[src/design/bit_decode_pkg.sv]
// Constants, codes and timing for the bit instruction decoder
// Assumes a single core clock; no software-visible registers
package bit_decode_pkg;

  // Instruction forms
  typedef enum logic [3:0] {
    OP_CARRY_COMBINE = 4'h0,
    OP_CLEAR_INVERT = 4'h1,
    OP_SHORT_CLR_INV = 4'h2,
    OP_MOVE_TO_OPND = 4'h3,
    OP_MOVE_TO_CARRY = 4'h4
  } op_form_type;

  // Operand address classes, one-hot
  typedef enum logic [7:0] {
    AM_DATA_REG = 8'h01,
    AM_ADDR_REG = 8'h02,
    AM_INDIRECT = 8'h04,
    AM_DSP8_AREG = 8'h08,
    AM_DSP8_BASE = 8'h10,
    AM_DSP16_AREG = 8'h20,
    AM_DSP16_SB = 8'h40,
    AM_ABS16 = 8'h80
  } addr_mode_type;

  // Operand field codes
  localparam logic [3:0] FLD_DATA_REG_ZERO = 4'h0;
  localparam logic [3:0] FLD_DATA_REG_THREE = 4'h3;
  localparam logic [3:0] FLD_ADDR_REG_ZERO = 4'h4;
  localparam logic [3:0] FLD_ADDR_REG_ONE = 4'h5;
  localparam logic [3:0] FLD_IND_ZERO = 4'h6;
  localparam logic [3:0] FLD_IND_ONE = 4'h7;
  localparam logic [3:0] FLD_DSP8_ZERO = 4'h8;
  localparam logic [3:0] FLD_DSP8_ONE = 4'h9;
  localparam logic [3:0] FLD_DSP8_SB = 4'ha;
  localparam logic [3:0] FLD_DSP8_FB = 4'hb;
  localparam logic [3:0] FLD_DSP16_ZERO = 4'hc;
  localparam logic [3:0] FLD_DSP16_ONE = 4'hd;
  localparam logic [3:0] FLD_DSP16_SB = 4'he;
  localparam logic [3:0] FLD_ABS16 = 4'hf;

  // Condition index 0..13 shared by both condition encodings
  localparam int COND_COUNT = 14;
  localparam logic [3:0] CI_GEU = 4'h0;
  localparam logic [3:0] CI_GTU = 4'h1;
  localparam logic [3:0] CI_EQ = 4'h2;
  localparam logic [3:0] CI_N = 4'h3;
  localparam logic [3:0] CI_LE = 4'h4;
  localparam logic [3:0] CI_O = 4'h5;
  localparam logic [3:0] CI_GE = 4'h6;
  localparam logic [3:0] CI_LTU = 4'h7;
  localparam logic [3:0] CI_LEU = 4'h8;
  localparam logic [3:0] CI_NE = 4'h9;
  localparam logic [3:0] CI_PZ = 4'ha;
  localparam logic [3:0] CI_GT = 4'hb;
  localparam logic [3:0] CI_NO = 4'hc;
  localparam logic [3:0] CI_LT = 4'hd;

  // 8-bit condition byte ranges
  localparam logic [7:0] CB_LOW_FIRST = 8'h00;
  localparam logic [7:0] CB_LOW_LAST = 8'h06;
  localparam logic [7:0] CB_HIGH_FIRST = 8'hf8;
  localparam logic [7:0] CB_HIGH_LAST = 8'hfe;

  // Byte and cycle figures
  localparam logic [2:0] LEN_SHORT = 3'h2;
  localparam logic [3:0] CYC_SHORT = 4'h3;
  localparam logic [2:0] LEN_TO_CARRY = 3'h2;
  localparam logic [3:0] CYC_TO_CARRY = 4'h1;
  localparam logic [3:0] CYC_TRUE_EXTRA = 4'h1;
  localparam logic [2:0] LEN_MOVE_EXTRA = 3'h1;
  localparam logic [3:0] CYC_COMB_REG = 4'h3;
  localparam logic [3:0] CYC_COMB_MEM = 4'h7;
  localparam logic [3:0] CYC_COMB_BASE = 4'h4;
  localparam logic [3:0] CYC_CLR_REG = 4'h2;
  localparam logic [3:0] CYC_CLR_MEM = 4'h6;
  localparam logic [3:0] CYC_CLR_BASE = 4'h3;
  localparam logic [3:0] CYC_MOV_REG = 4'h6;
  localparam logic [3:0] CYC_MOV_MEM = 4'ha;
  localparam logic [3:0] CYC_MOV_BASE = 4'h7;
  localparam logic [2:0] LEN_REG = 3'h3;
  localparam logic [2:0] LEN_IND = 3'h2;
  localparam logic [2:0] LEN_DSP8 = 3'h3;
  localparam logic [2:0] LEN_DSP16 = 3'h4;

endpackage

[src/design/cond_decode_if.sv]
// Condition decode carrier between the top and the condition decoder
// Assumes both ends run on the core clock
`timescale 1ns/1ps
interface cond_decode_if;
  logic wide_sel;
  logic [7:0] code;
  logic [3:0] index;
  logic legal;
  modport requester (output wide_sel, output code, input index, input legal);
  modport decoder (input wide_sel, input code, output index, output legal);
endinterface : cond_decode_if

[src/design/bit_instruction_decode.sv]
// Bit instruction decoder: operand class, condition and length/cycle report
// Assumes inputs synchronous to clk_sys; flags come from the core
// Function
// - Operand codes 0-3 data regs, 4-5 address regs, 6-7 indirect
// - Codes 8-9 dsp8 areg, a-b dsp8 base, c-d dsp16 areg, e sb, f abs
// - Carry-combining ops: 3/3, 2/7, 3/7, 3/4, 4/7, else 4/4
// - Clear and invert general forms: 3/2, 2/6, 3/6, 3/3, 4/6, else 4/3
// - Short clear and invert forms use 11-bit base field, 2 bytes 3 cycles
// - Memory move condition byte: 00-06 and f8-fe
// - Move to operand: 4/6, 3/10, 4/10, 4/7, 5/10, else 5/7
// - Carry move 4-bit condition field, with codes 1011 and 1111 unused
// - Carry move is 2 bytes, 1 cycle, plus 1 if condition true
`timescale 1ns/1ps
module bit_instruction_decode
  import bit_decode_pkg::*;
(
  // Clock and reset
  input wire logic clk_sys,
  input wire logic reset,
  // Decode request
  input wire logic dec_valid,
  input wire bit_decode_pkg::op_form_type op_form,
  input wire logic [3:0] operand_field,
  input wire logic [7:0] cond_code,
  input wire logic [10:0] short_bit_addr,
  // Core flags: carry, zero, sign, overflow
  input wire logic [3:0] flags,
  // Decode result
  output logic res_valid,
  output bit_decode_pkg::addr_mode_type addr_mode,
  output logic [1:0] reg_select,
  output logic [10:0] short_addr,
  output logic cond_true,
  output logic illegal,
  output logic [2:0] byte_count,
  output logic [3:0] cycle_count
);

  import bit_decode_pkg::*;

  typedef struct packed {
    logic valid;
    addr_mode_type mode;
    logic [1:0] sel;
    logic [10:0] saddr;
    logic ctrue;
    logic ill;
    logic [2:0] len;
    logic [3:0] cyc;
  } state_type;

  state_type st_r;
  state_type st_nxt;
  addr_mode_type mode_d;
  logic [3:0] cond_idx;
  logic cond_ok;
  logic cond_hold;

  cond_decode_if cdi ();
  assign cdi.wide_sel = (op_form == OP_MOVE_TO_OPND);
  assign cdi.code = cond_code;
  assign cond_idx = cdi.index;
  assign cond_ok = cdi.legal;

  cond_decoder u_cond (
    .cd(cdi)
  );

  function automatic addr_mode_type mode_of(input logic [3:0] f);
    if (f <= FLD_DATA_REG_THREE) mode_of = AM_DATA_REG;
    else if (f <= FLD_ADDR_REG_ONE) mode_of = AM_ADDR_REG;
    else if (f <= FLD_IND_ONE) mode_of = AM_INDIRECT;
    else if (f <= FLD_DSP8_ONE) mode_of = AM_DSP8_AREG;
    else if (f <= FLD_DSP8_FB) mode_of = AM_DSP8_BASE;
    else if (f <= FLD_DSP16_ONE) mode_of = AM_DSP16_AREG;
    else if (f == FLD_DSP16_SB) mode_of = AM_DSP16_SB;
    else mode_of = AM_ABS16;
  endfunction

  // Flags: [0] carry, [1] zero, [2] sign, [3] overflow
  function automatic logic eval_cond(input logic [3:0] idx, input logic [3:0] fl);
    logic c, z, s, o;
    c = fl[0];
    z = fl[1];
    s = fl[2];
    o = fl[3];
    case (idx)
      CI_GEU: eval_cond = c;
      CI_GTU: eval_cond = c & ~z;
      CI_EQ: eval_cond = z;
      CI_N: eval_cond = s;
      CI_LE: eval_cond = (s ^ o) | z;
      CI_O: eval_cond = o;
      CI_GE: eval_cond = ~(s ^ o);
      CI_LTU: eval_cond = ~c;
      CI_LEU: eval_cond = ~(c & ~z);
      CI_NE: eval_cond = ~z;
      CI_PZ: eval_cond = ~s;
      CI_GT: eval_cond = ~((s ^ o) | z);
      CI_NO: eval_cond = ~o;
      CI_LT: eval_cond = s ^ o;
      default: eval_cond = 1'b0;
    endcase
  endfunction

  always_comb begin
    st_nxt = st_r;
    mode_d = mode_of(operand_field);
    cond_hold = eval_cond(cond_idx, flags);
    st_nxt.valid = dec_valid;
    if (dec_valid) begin
      st_nxt.mode = mode_d;
      st_nxt.sel = operand_field[1:0];
      st_nxt.saddr = short_bit_addr;
      st_nxt.ctrue = 1'b0;
      st_nxt.ill = 1'b0;
      unique case (mode_d)
        AM_DATA_REG, AM_ADDR_REG: st_nxt.len = LEN_REG;
        AM_INDIRECT: st_nxt.len = LEN_IND;
        AM_DSP8_AREG, AM_DSP8_BASE: st_nxt.len = LEN_DSP8;
        AM_DSP16_AREG, AM_DSP16_SB, AM_ABS16: st_nxt.len = LEN_DSP16;
      endcase
      unique case (mode_d)
        AM_DATA_REG, AM_ADDR_REG: st_nxt.cyc = CYC_COMB_REG;
        AM_INDIRECT, AM_DSP8_AREG, AM_DSP16_AREG: st_nxt.cyc = CYC_COMB_MEM;
        AM_DSP8_BASE, AM_DSP16_SB, AM_ABS16: st_nxt.cyc = CYC_COMB_BASE;
      endcase
      case (op_form)
        OP_CLEAR_INVERT: begin
          unique case (mode_d)
            AM_DATA_REG, AM_ADDR_REG: st_nxt.cyc = CYC_CLR_REG;
            AM_INDIRECT, AM_DSP8_AREG, AM_DSP16_AREG: st_nxt.cyc = CYC_CLR_MEM;
            AM_DSP8_BASE, AM_DSP16_SB, AM_ABS16: st_nxt.cyc = CYC_CLR_BASE;
          endcase
        end
        OP_SHORT_CLR_INV: begin
          st_nxt.mode = AM_DSP16_SB;
          st_nxt.len = LEN_SHORT;
          st_nxt.cyc = CYC_SHORT;
        end
        OP_MOVE_TO_OPND: begin
          st_nxt.len = 3'(st_nxt.len + LEN_MOVE_EXTRA);
          st_nxt.ill = ~cond_ok;
          st_nxt.ctrue = cond_ok & cond_hold;
          unique case (mode_d)
            AM_DATA_REG, AM_ADDR_REG: st_nxt.cyc = CYC_MOV_REG;
            AM_INDIRECT, AM_DSP8_AREG, AM_DSP16_AREG: st_nxt.cyc = CYC_MOV_MEM;
            AM_DSP8_BASE, AM_DSP16_SB, AM_ABS16: st_nxt.cyc = CYC_MOV_BASE;
          endcase
        end
        OP_MOVE_TO_CARRY: begin
          st_nxt.len = LEN_TO_CARRY;
          st_nxt.ill = ~cond_ok;
          st_nxt.ctrue = cond_ok & cond_hold;
          st_nxt.cyc = (cond_ok & cond_hold) ? 4'(CYC_TO_CARRY + CYC_TRUE_EXTRA)
                                             : CYC_TO_CARRY;
        end
        OP_CARRY_COMBINE: st_nxt.ill = 1'b0;
        default: st_nxt.ill = 1'b1;
      endcase
    end
  end

  always_ff @(posedge clk_sys or posedge reset) begin
    if (reset) begin
      st_r <= '{valid: 1'b0, mode: AM_DATA_REG, sel: 2'h0, saddr: 11'h000, ctrue: 1'b0,
                ill: 1'b0, len: 3'h0, cyc: 4'h0};
    end else begin
      st_r <= st_nxt;
    end
  end

  assign res_valid = st_r.valid;
  assign addr_mode = st_r.mode;
  assign reg_select = st_r.sel;
  assign short_addr = st_r.saddr;
  assign cond_true = st_r.ctrue;
  assign illegal = st_r.ill;
  assign byte_count = st_r.len;
  assign cycle_count = st_r.cyc;

  carry_time_a: assert property (@(posedge clk_sys) disable iff (reset)
    dec_valid && op_form == OP_MOVE_TO_CARRY && cond_ok |=>
      byte_count == 3'h2 && cycle_count == (cond_true ? 4'h2 : 4'h1))
    else $error("carry move timing wrong");
  narrow_ltu_a: assert property (@(posedge clk_sys) disable iff (reset)
    dec_valid && op_form == OP_MOVE_TO_CARRY && cond_code[3:0] == 4'h4 && !flags[0] |=>
      cond_true && !illegal && cycle_count == 4'h2)
    else $error("carry move unsigned less wrong");
  comb_reg_a: assert property (@(posedge clk_sys) disable iff (reset)
    dec_valid && op_form == OP_CARRY_COMBINE && operand_field < 4'h6 |=>
      byte_count == 3'h3 && cycle_count == 4'h3)
    else $error("combine register timing wrong");
  clr_ind_a: assert property (@(posedge clk_sys) disable iff (reset)
    dec_valid && op_form == OP_CLEAR_INVERT && operand_field[3:1] == 3'h3 |=>
      byte_count == 3'h2 && cycle_count == 4'h6)
    else $error("clear indirect timing wrong");
  clr_base_a: assert property (@(posedge clk_sys) disable iff (reset)
    dec_valid && op_form == OP_CLEAR_INVERT && operand_field[3:1] == 3'h5 |=>
      byte_count == 3'h3 && cycle_count == 4'h3)
    else $error("clear base timing wrong");
  short_form_a: assert property (@(posedge clk_sys) disable iff (reset)
    dec_valid && op_form == OP_SHORT_CLR_INV |=>
      byte_count == 3'h2 && cycle_count == 4'h3 && short_addr == $past(short_bit_addr))
    else $error("short form wrong");
  short_mode_a: assert property (@(posedge clk_sys) disable iff (reset)
    dec_valid && op_form == OP_SHORT_CLR_INV |=>
      addr_mode == AM_DSP16_SB && !cond_true && !illegal)
    else $error("short form class wrong");
  mov_abs_a: assert property (@(posedge clk_sys) disable iff (reset)
    dec_valid && op_form == OP_MOVE_TO_OPND && operand_field == 4'hf |=>
      byte_count == 3'h5 && cycle_count == 4'h7)
    else $error("move absolute timing wrong");
  wide_cond_a: assert property (@(posedge clk_sys) disable iff (reset)
    dec_valid && op_form == OP_MOVE_TO_OPND && cond_code == 8'hf8 && flags[0] |=>
      !illegal && !cond_true)
    else $error("unsigned less code wrong");
  wide_gap_a: assert property (@(posedge clk_sys) disable iff (reset)
    dec_valid && op_form == OP_MOVE_TO_OPND && cond_code == 8'h07 |=> illegal)
    else $error("condition byte gap accepted");
  narrow_gap_a: assert property (@(posedge clk_sys) disable iff (reset)
    dec_valid && op_form == OP_MOVE_TO_CARRY && cond_code[3:0] == 4'hb |=> illegal)
    else $error("condition field gap accepted");
  mode_map_a: assert property (@(posedge clk_sys) disable iff (reset)
    dec_valid && op_form == OP_CARRY_COMBINE && operand_field == 4'ha |=>
      addr_mode == AM_DSP8_BASE ##1 res_valid == $past(dec_valid))
    else $error("operand class wrong");

endmodule // bit_instruction_decode

[src/design/cond_decoder.sv]
// Combinational decoder for the 4-bit and 8-bit condition codes
// Assumes the requester holds code stable while reading index
`timescale 1ns/1ps
module cond_decoder
  import bit_decode_pkg::*;
(
  // Condition request
  cond_decode_if.decoder cd
);

  always_comb begin
    cd.index = CI_GEU;
    cd.legal = 1'b0;
    if (cd.wide_sel) begin
      if (cd.code <= CB_LOW_LAST) begin
        cd.index = cd.code[3:0];
        cd.legal = 1'b1;
      end else if (cd.code >= CB_HIGH_FIRST && cd.code <= CB_HIGH_LAST) begin
        cd.index = 4'(cd.code[2:0]) + CI_LTU;
        cd.legal = 1'b1;
      end
    end else begin
      unique case (cd.code[3:0])
        4'h0: cd.index = CI_GEU;
        4'h1: cd.index = CI_GTU;
        4'h2: cd.index = CI_EQ;
        4'h3: cd.index = CI_N;
        4'h4: cd.index = CI_LTU;
        4'h5: cd.index = CI_LEU;
        4'h6: cd.index = CI_NE;
        4'h7: cd.index = CI_PZ;
        4'h8: cd.index = CI_LE;
        4'h9: cd.index = CI_O;
        4'ha: cd.index = CI_GE;
        4'hc: cd.index = CI_GT;
        4'hd: cd.index = CI_NO;
        4'he: cd.index = CI_LT;
        default: cd.index = CI_GEU;
      endcase
      cd.legal = (cd.code[3:0] != 4'hb) && (cd.code[3:0] != 4'hf);
    end
  end

endmodule // cond_decoder

[config.mk]
export PLATFORM = sky130hd
export DESIGN_NAME = bit_instruction_decode
export DESIGN_NICKNAME = d
export VERILOG_FILES = /design/src/design/bit_decode_pkg.sv /design/src/design/cond_decode_if.sv /design/src/design/bit_instruction_decode.sv /design/src/design/cond_decoder.sv
export SDC_FILE = /design/constraint.sdc
export NUM_CORES = 1
export LEC_CHECK = 0
export BUFFER_PORTS_ARGS = -buffer_cell sky130_fd_sc_hd__buf_2
export CORE_MARGIN = 2
export CORE_UTILIZATION = 55
export CTS_CLUSTER_SIZE = 30
export DETAILED_ROUTE_END_ITERATION = 10
export PLACE_DENSITY = 0.93
export SLEW_MARGIN = 20
export SYNTH_ARGS = -nofsm -noshare
export SYNTH_HDL_FRONTEND = slang
export SYNTH_SLANG_ARGS = --single-unit
[constraint.sdc]
create_clock -name clk_sys -period 1.81 [get_ports clk_sys]
set_input_delay 0.0905 -clock clk_sys [delete_from_list [all_inputs] [get_ports clk_sys]]
set_output_delay 0.0905 -clock clk_sys [all_outputs]
set_load 0.02 [all_outputs]
==> results.json <==
{
  "synth_top_cells_by_count": "sky130_fd_sc_hd__dfrtp_1 (30), sky130_fd_sc_hd__nand2_1 (19), sky130_fd_sc_hd__inv_1 (15), sky130_fd_sc_hd__nor2_1 (15), sky130_fd_sc_hd__mux2_2 (14)",
  "detail_route.drc_violations": 0,
  "synth_compound_gate_area_share_pct": 22.0,
  "clock_tree.htree_level_count": 2,
  "synth_top_cell_area_share_pct": 36.2,
  "synth-main-ff-cell": "sky130_fd_sc_hd__dfrtp_1",
  "synth-edff-count": 0,
  "core.rowCount": 22,
  "setup_viol": 3,
  "finalNetCount": 342,
  "via_count_of_the_first_global_routing_pass": 1885,
  "crit_required_ns": 1.98,
  "grt_overflow_total": 0,
  "filler_cell_count": 246,
  "period_share_pct": 111,
  "track_usage_pct": 26.1,
  "wirelength_um": 5310,
  "outcome": "finished, violations left",
  "detailroute.via_count": 1976,
  "most_numerous_cell_in_the_yosys_netlist": "sky130_fd_sc_hd__dfrtp_1",
  "synth_simple_gate_area_share_pct": 16.6,
  "cts_tree": "yes",
  "io_buffer_count": 64,
  "antenna_violations_before_repair": 0,
  "synthesis.nets": 254,
  "die_w_um": 65.4,
  "fin_worst_hold_slack_ns": 0.0301,
  "cp-startpoint": "cond_code[0]",
  "place.detailed.hpwl_um": 3950,
  "pin_count_of_the_biggest_net_entering_global_routing": 32,
  "synth_xor_xnor_area_share_pct": 0.422,
  "first_iter_violations": 104,
  "synth_seq_area_share_pct": 37.4,
  "postLayoutSetupSlackWorst_ns": -0.194,
  "worst_setup_hold_path_clk_slew_ns": 0.07,
  "timing.critical_path.to_type": "register",
  "max_slew_headroom_pct": 69.2,
  "min_path_type": "input port to register",
  "detail-route-antenna-nets": 0,
  "peakVddDrop_mv": 0.312,
  "cts_buffer_depth": 2,
  "async_flop_share_pct": 100,
  "ys.warnings.count": 0,
  "insertion_delay_ns": 0.28,
  "drt_pre_antenna_iters": 4,
  "mux_share_of_post_synthesis_cell_area_pct": 11.3,
  "r2r-start": "cycle_count[0]$_DFFE_PP0P_",
  "period_minus_slack_ns": 2.00,
  "rsz_0062_raised_after_global_routing": "true",
  "synth_top_family_by_area": "compound AO/OA/AOI/OAI gates",
  "globalplace.congestion": 0.878,
  "clock-skew-final_ns": 0,
  "synthesis.area_per_instance_sq_um": 9.88,
  "floorplan.io_pins": 65,
  "worst-endpoint-arrival_ns": 2.18,
  "postSynthCellCount": 210,
  "detail_route.vias_per_cell": 5.71,
  "synthesis.area_sq_um": 2080,
  "wire_length_of_the_first_global_routing_pass_um": 8470,
  "slew_violations": 0,
  "clockRootBuffer": "sky130_fd_sc_hd__clkbuf_8",
  "synth_top_cells_by_area": "sky130_fd_sc_hd__dfrtp_1 (36%), sky130_fd_sc_hd__mux2_2 (7.6%), sky130_fd_sc_hd__ha_1 (6.0%), sky130_fd_sc_hd__nand2_1 (3.4%), sky130_fd_sc_hd__inv_1 (2.7%)",
  "timing.setup.critical_path_class": "input port to register",
  "full_die_area_sq_um": 4280,
  "synth_cell_type_count": 56,
  "fp.dieH_um": 65.4,
  "detail_route.wl_per_cell_um": 15.3,
  "dp_slack_ns": -0.468,
  "critical_path_peak_fanout": 4,
  "power.density_cell_area_nw_per_um2": 692,
  "final-hold-violation-count": 0,
  "yosys_register_bits": 31,
  "post-route-cell-area_sq_um": 2790,
  "cts_made_buffers": 5,
  "initial_core_util_pct": 57.1,
  "power.static_leakage_nw": 1.31,
  "worstMarginPinSlew_ns": 0.461,
  "placed_cell_area_sq_um": 2610,
  "drv_cap": 0,
  "antenna_cells_inserted": 0,
  "synthToLayoutAreaGrowth_pct": 34.2,
  "worstHoldStart": "short_bit_addr[4]",
  "failed_checks": "negative setup slack",
  "clkSinkCount": 31,
  "synthAdderAreaFrac_pct": 6.03,
  "max_freq_ghz": 0.499,
  "critical_path.startpoint_type": "input port",
  "drive_above_1_share_pct": 46.0,
  "core_area_sq_um": 3630,
  "synth_area_leader_cell": "sky130_fd_sc_hd__dfrtp_1"
}
-- final cells by class --
cell class                      count  area [sq um]  area share [%]
Sequential cell                    31           777            27.9
Tap cell                           48          60.1            2.16
Timing Repair Buffer               94           562            20.2
Clock inverter                      1          5.00           0.180
Inverter                           16          66.3            2.38
Multi-Input combinational cell    150          1230            44.2
Clock buffer                        6          82.6            2.96
-- through the flow --
stage / cells / utilization [%] / TNS [ns] / power, mW
finish: 346 / 76.7 / -0.433 / 1.93
global route: 346 / 76.7 / -0.683 / 2.03
CTS: 344 / 75.7 / -0.229 / 1.93
detailed placement: 336 / 71.8 / -1.17 / 1.35
global placement: 336 / 71.8 / -0.975 / 1.33
floorplan: 210 / - / -0.436 / 1.14
-- cell families after synthesis --
family	after synthesis
muxes	20
xor gates and xnor gates	1
and+or+nand+nor	63
DFF	31
buffers and inverters	29
adders and majority gates	10
AOI/OAI and AO/OA	56
-- registers in the layout, summed over array words and instances, names as in the netlist --
name	flops
byte_count	3
addr_mode	8
short_addr	11
cycle_count	4
illegal	1
cond_true	1
res_valid	1
reg_select	2
-- layout by cell type, fill, tap and decap left out, types with 4 or more instances in the layout --
master / n
sky130_fd_sc_hd__nor2b_1: 4
sky130_fd_sc_hd__a21oi_1: 10
sky130_fd_sc_hd__o41ai_1: 4
sky130_fd_sc_hd__dfrtp_1: 30
sky130_fd_sc_hd__mux2_2: 14
sky130_fd_sc_hd__buf_2: 63
sky130_fd_sc_hd__inv_1: 13
sky130_fd_sc_hd__mux2i_1: 4
sky130_fd_sc_hd__buf_4: 28
sky130_fd_sc_hd__o21ai_0: 9
sky130_fd_sc_hd__ha_1: 7
sky130_fd_sc_hd__clkbuf_8: 6
sky130_fd_sc_hd__o21a_1: 4
sky130_fd_sc_hd__nor2_1: 15
sky130_fd_sc_hd__nand2_1: 19
-- worst paths after layout --
path | endpoint | slack, ns | depth (start not counted)
setup / recovery | cycle_count[0]$_DFFE_PP0P_ | -0.19 | 10
hold / removal | short_addr[4]$_DFFE_PP0P_ | 0.03 | 2
setup reg to reg | cycle_count[0]$_DFFE_PP0P_ | 0.93 | 1
hold reg to reg | addr_mode[3]$_DFFE_PP0P_ | 0.47 | 2
max in group asynchronous | addr_mode[0]$_DFFE_PP1P_ | 1.07 | 4
min in group asynchronous | short_addr[6]$_DFFE_PP0P_ | 0.41 | 4
-- where the power goes --
| part | leakage, nW | switching [mW] | internal [mW] | total, mW |
|---|---|---|---|---|
| combinational | 0.886 | 0.333 | 0.256 | 0.588 |
| clock | 0.0470 | 0.253 | 0.298 | 0.550 |
| sequential | 0.373 | 0.0334 | 0.757 | 0.790 |
| total | 1.31 | 0.619 | 1.31 | 1.93 |
-- critical path: stages --
cell and delay [ns]:
sky130_fd_sc_hd__buf_8 0.08, sky130_fd_sc_hd__clkinvlp_4 0.16, sky130_fd_sc_hd__ha_4 0.22, sky130_fd_sc_hd__o311ai_4 0.29
sky130_fd_sc_hd__a32oi_4 0.17, sky130_fd_sc_hd__or3b_1 0.39, sky130_fd_sc_hd__and4b_4 0.21, sky130_fd_sc_hd__o31ai_4 0.20
sky130_fd_sc_hd__a31oi_4 0.06, sky130_fd_sc_hd__a221o_1 0.31
-- per-layer routing --
metal / global-route usage [%] / up-vias / share of wire, %
met5: 0 / - / 0
met3: 6.68 / 14 / 6.8
li1: - / 935 / -
met2: 47.2 / 90 / 53
met4: 13.3 / 0 / 2.8
met1: 27.8 / 937 / 37
-- timing repair --
action / 4_1_cts / 5_1_grt
resized for setup: 9 / 5
buffers inserted: 0 / 2
endpoints found under the setup margin: 3 / 3
pin swaps: 1 / 4
hold buffers: 1 / 0
endpoints found under the hold margin: 30 / 0
No activity file was read; power rests on OpenSTA's default activity.
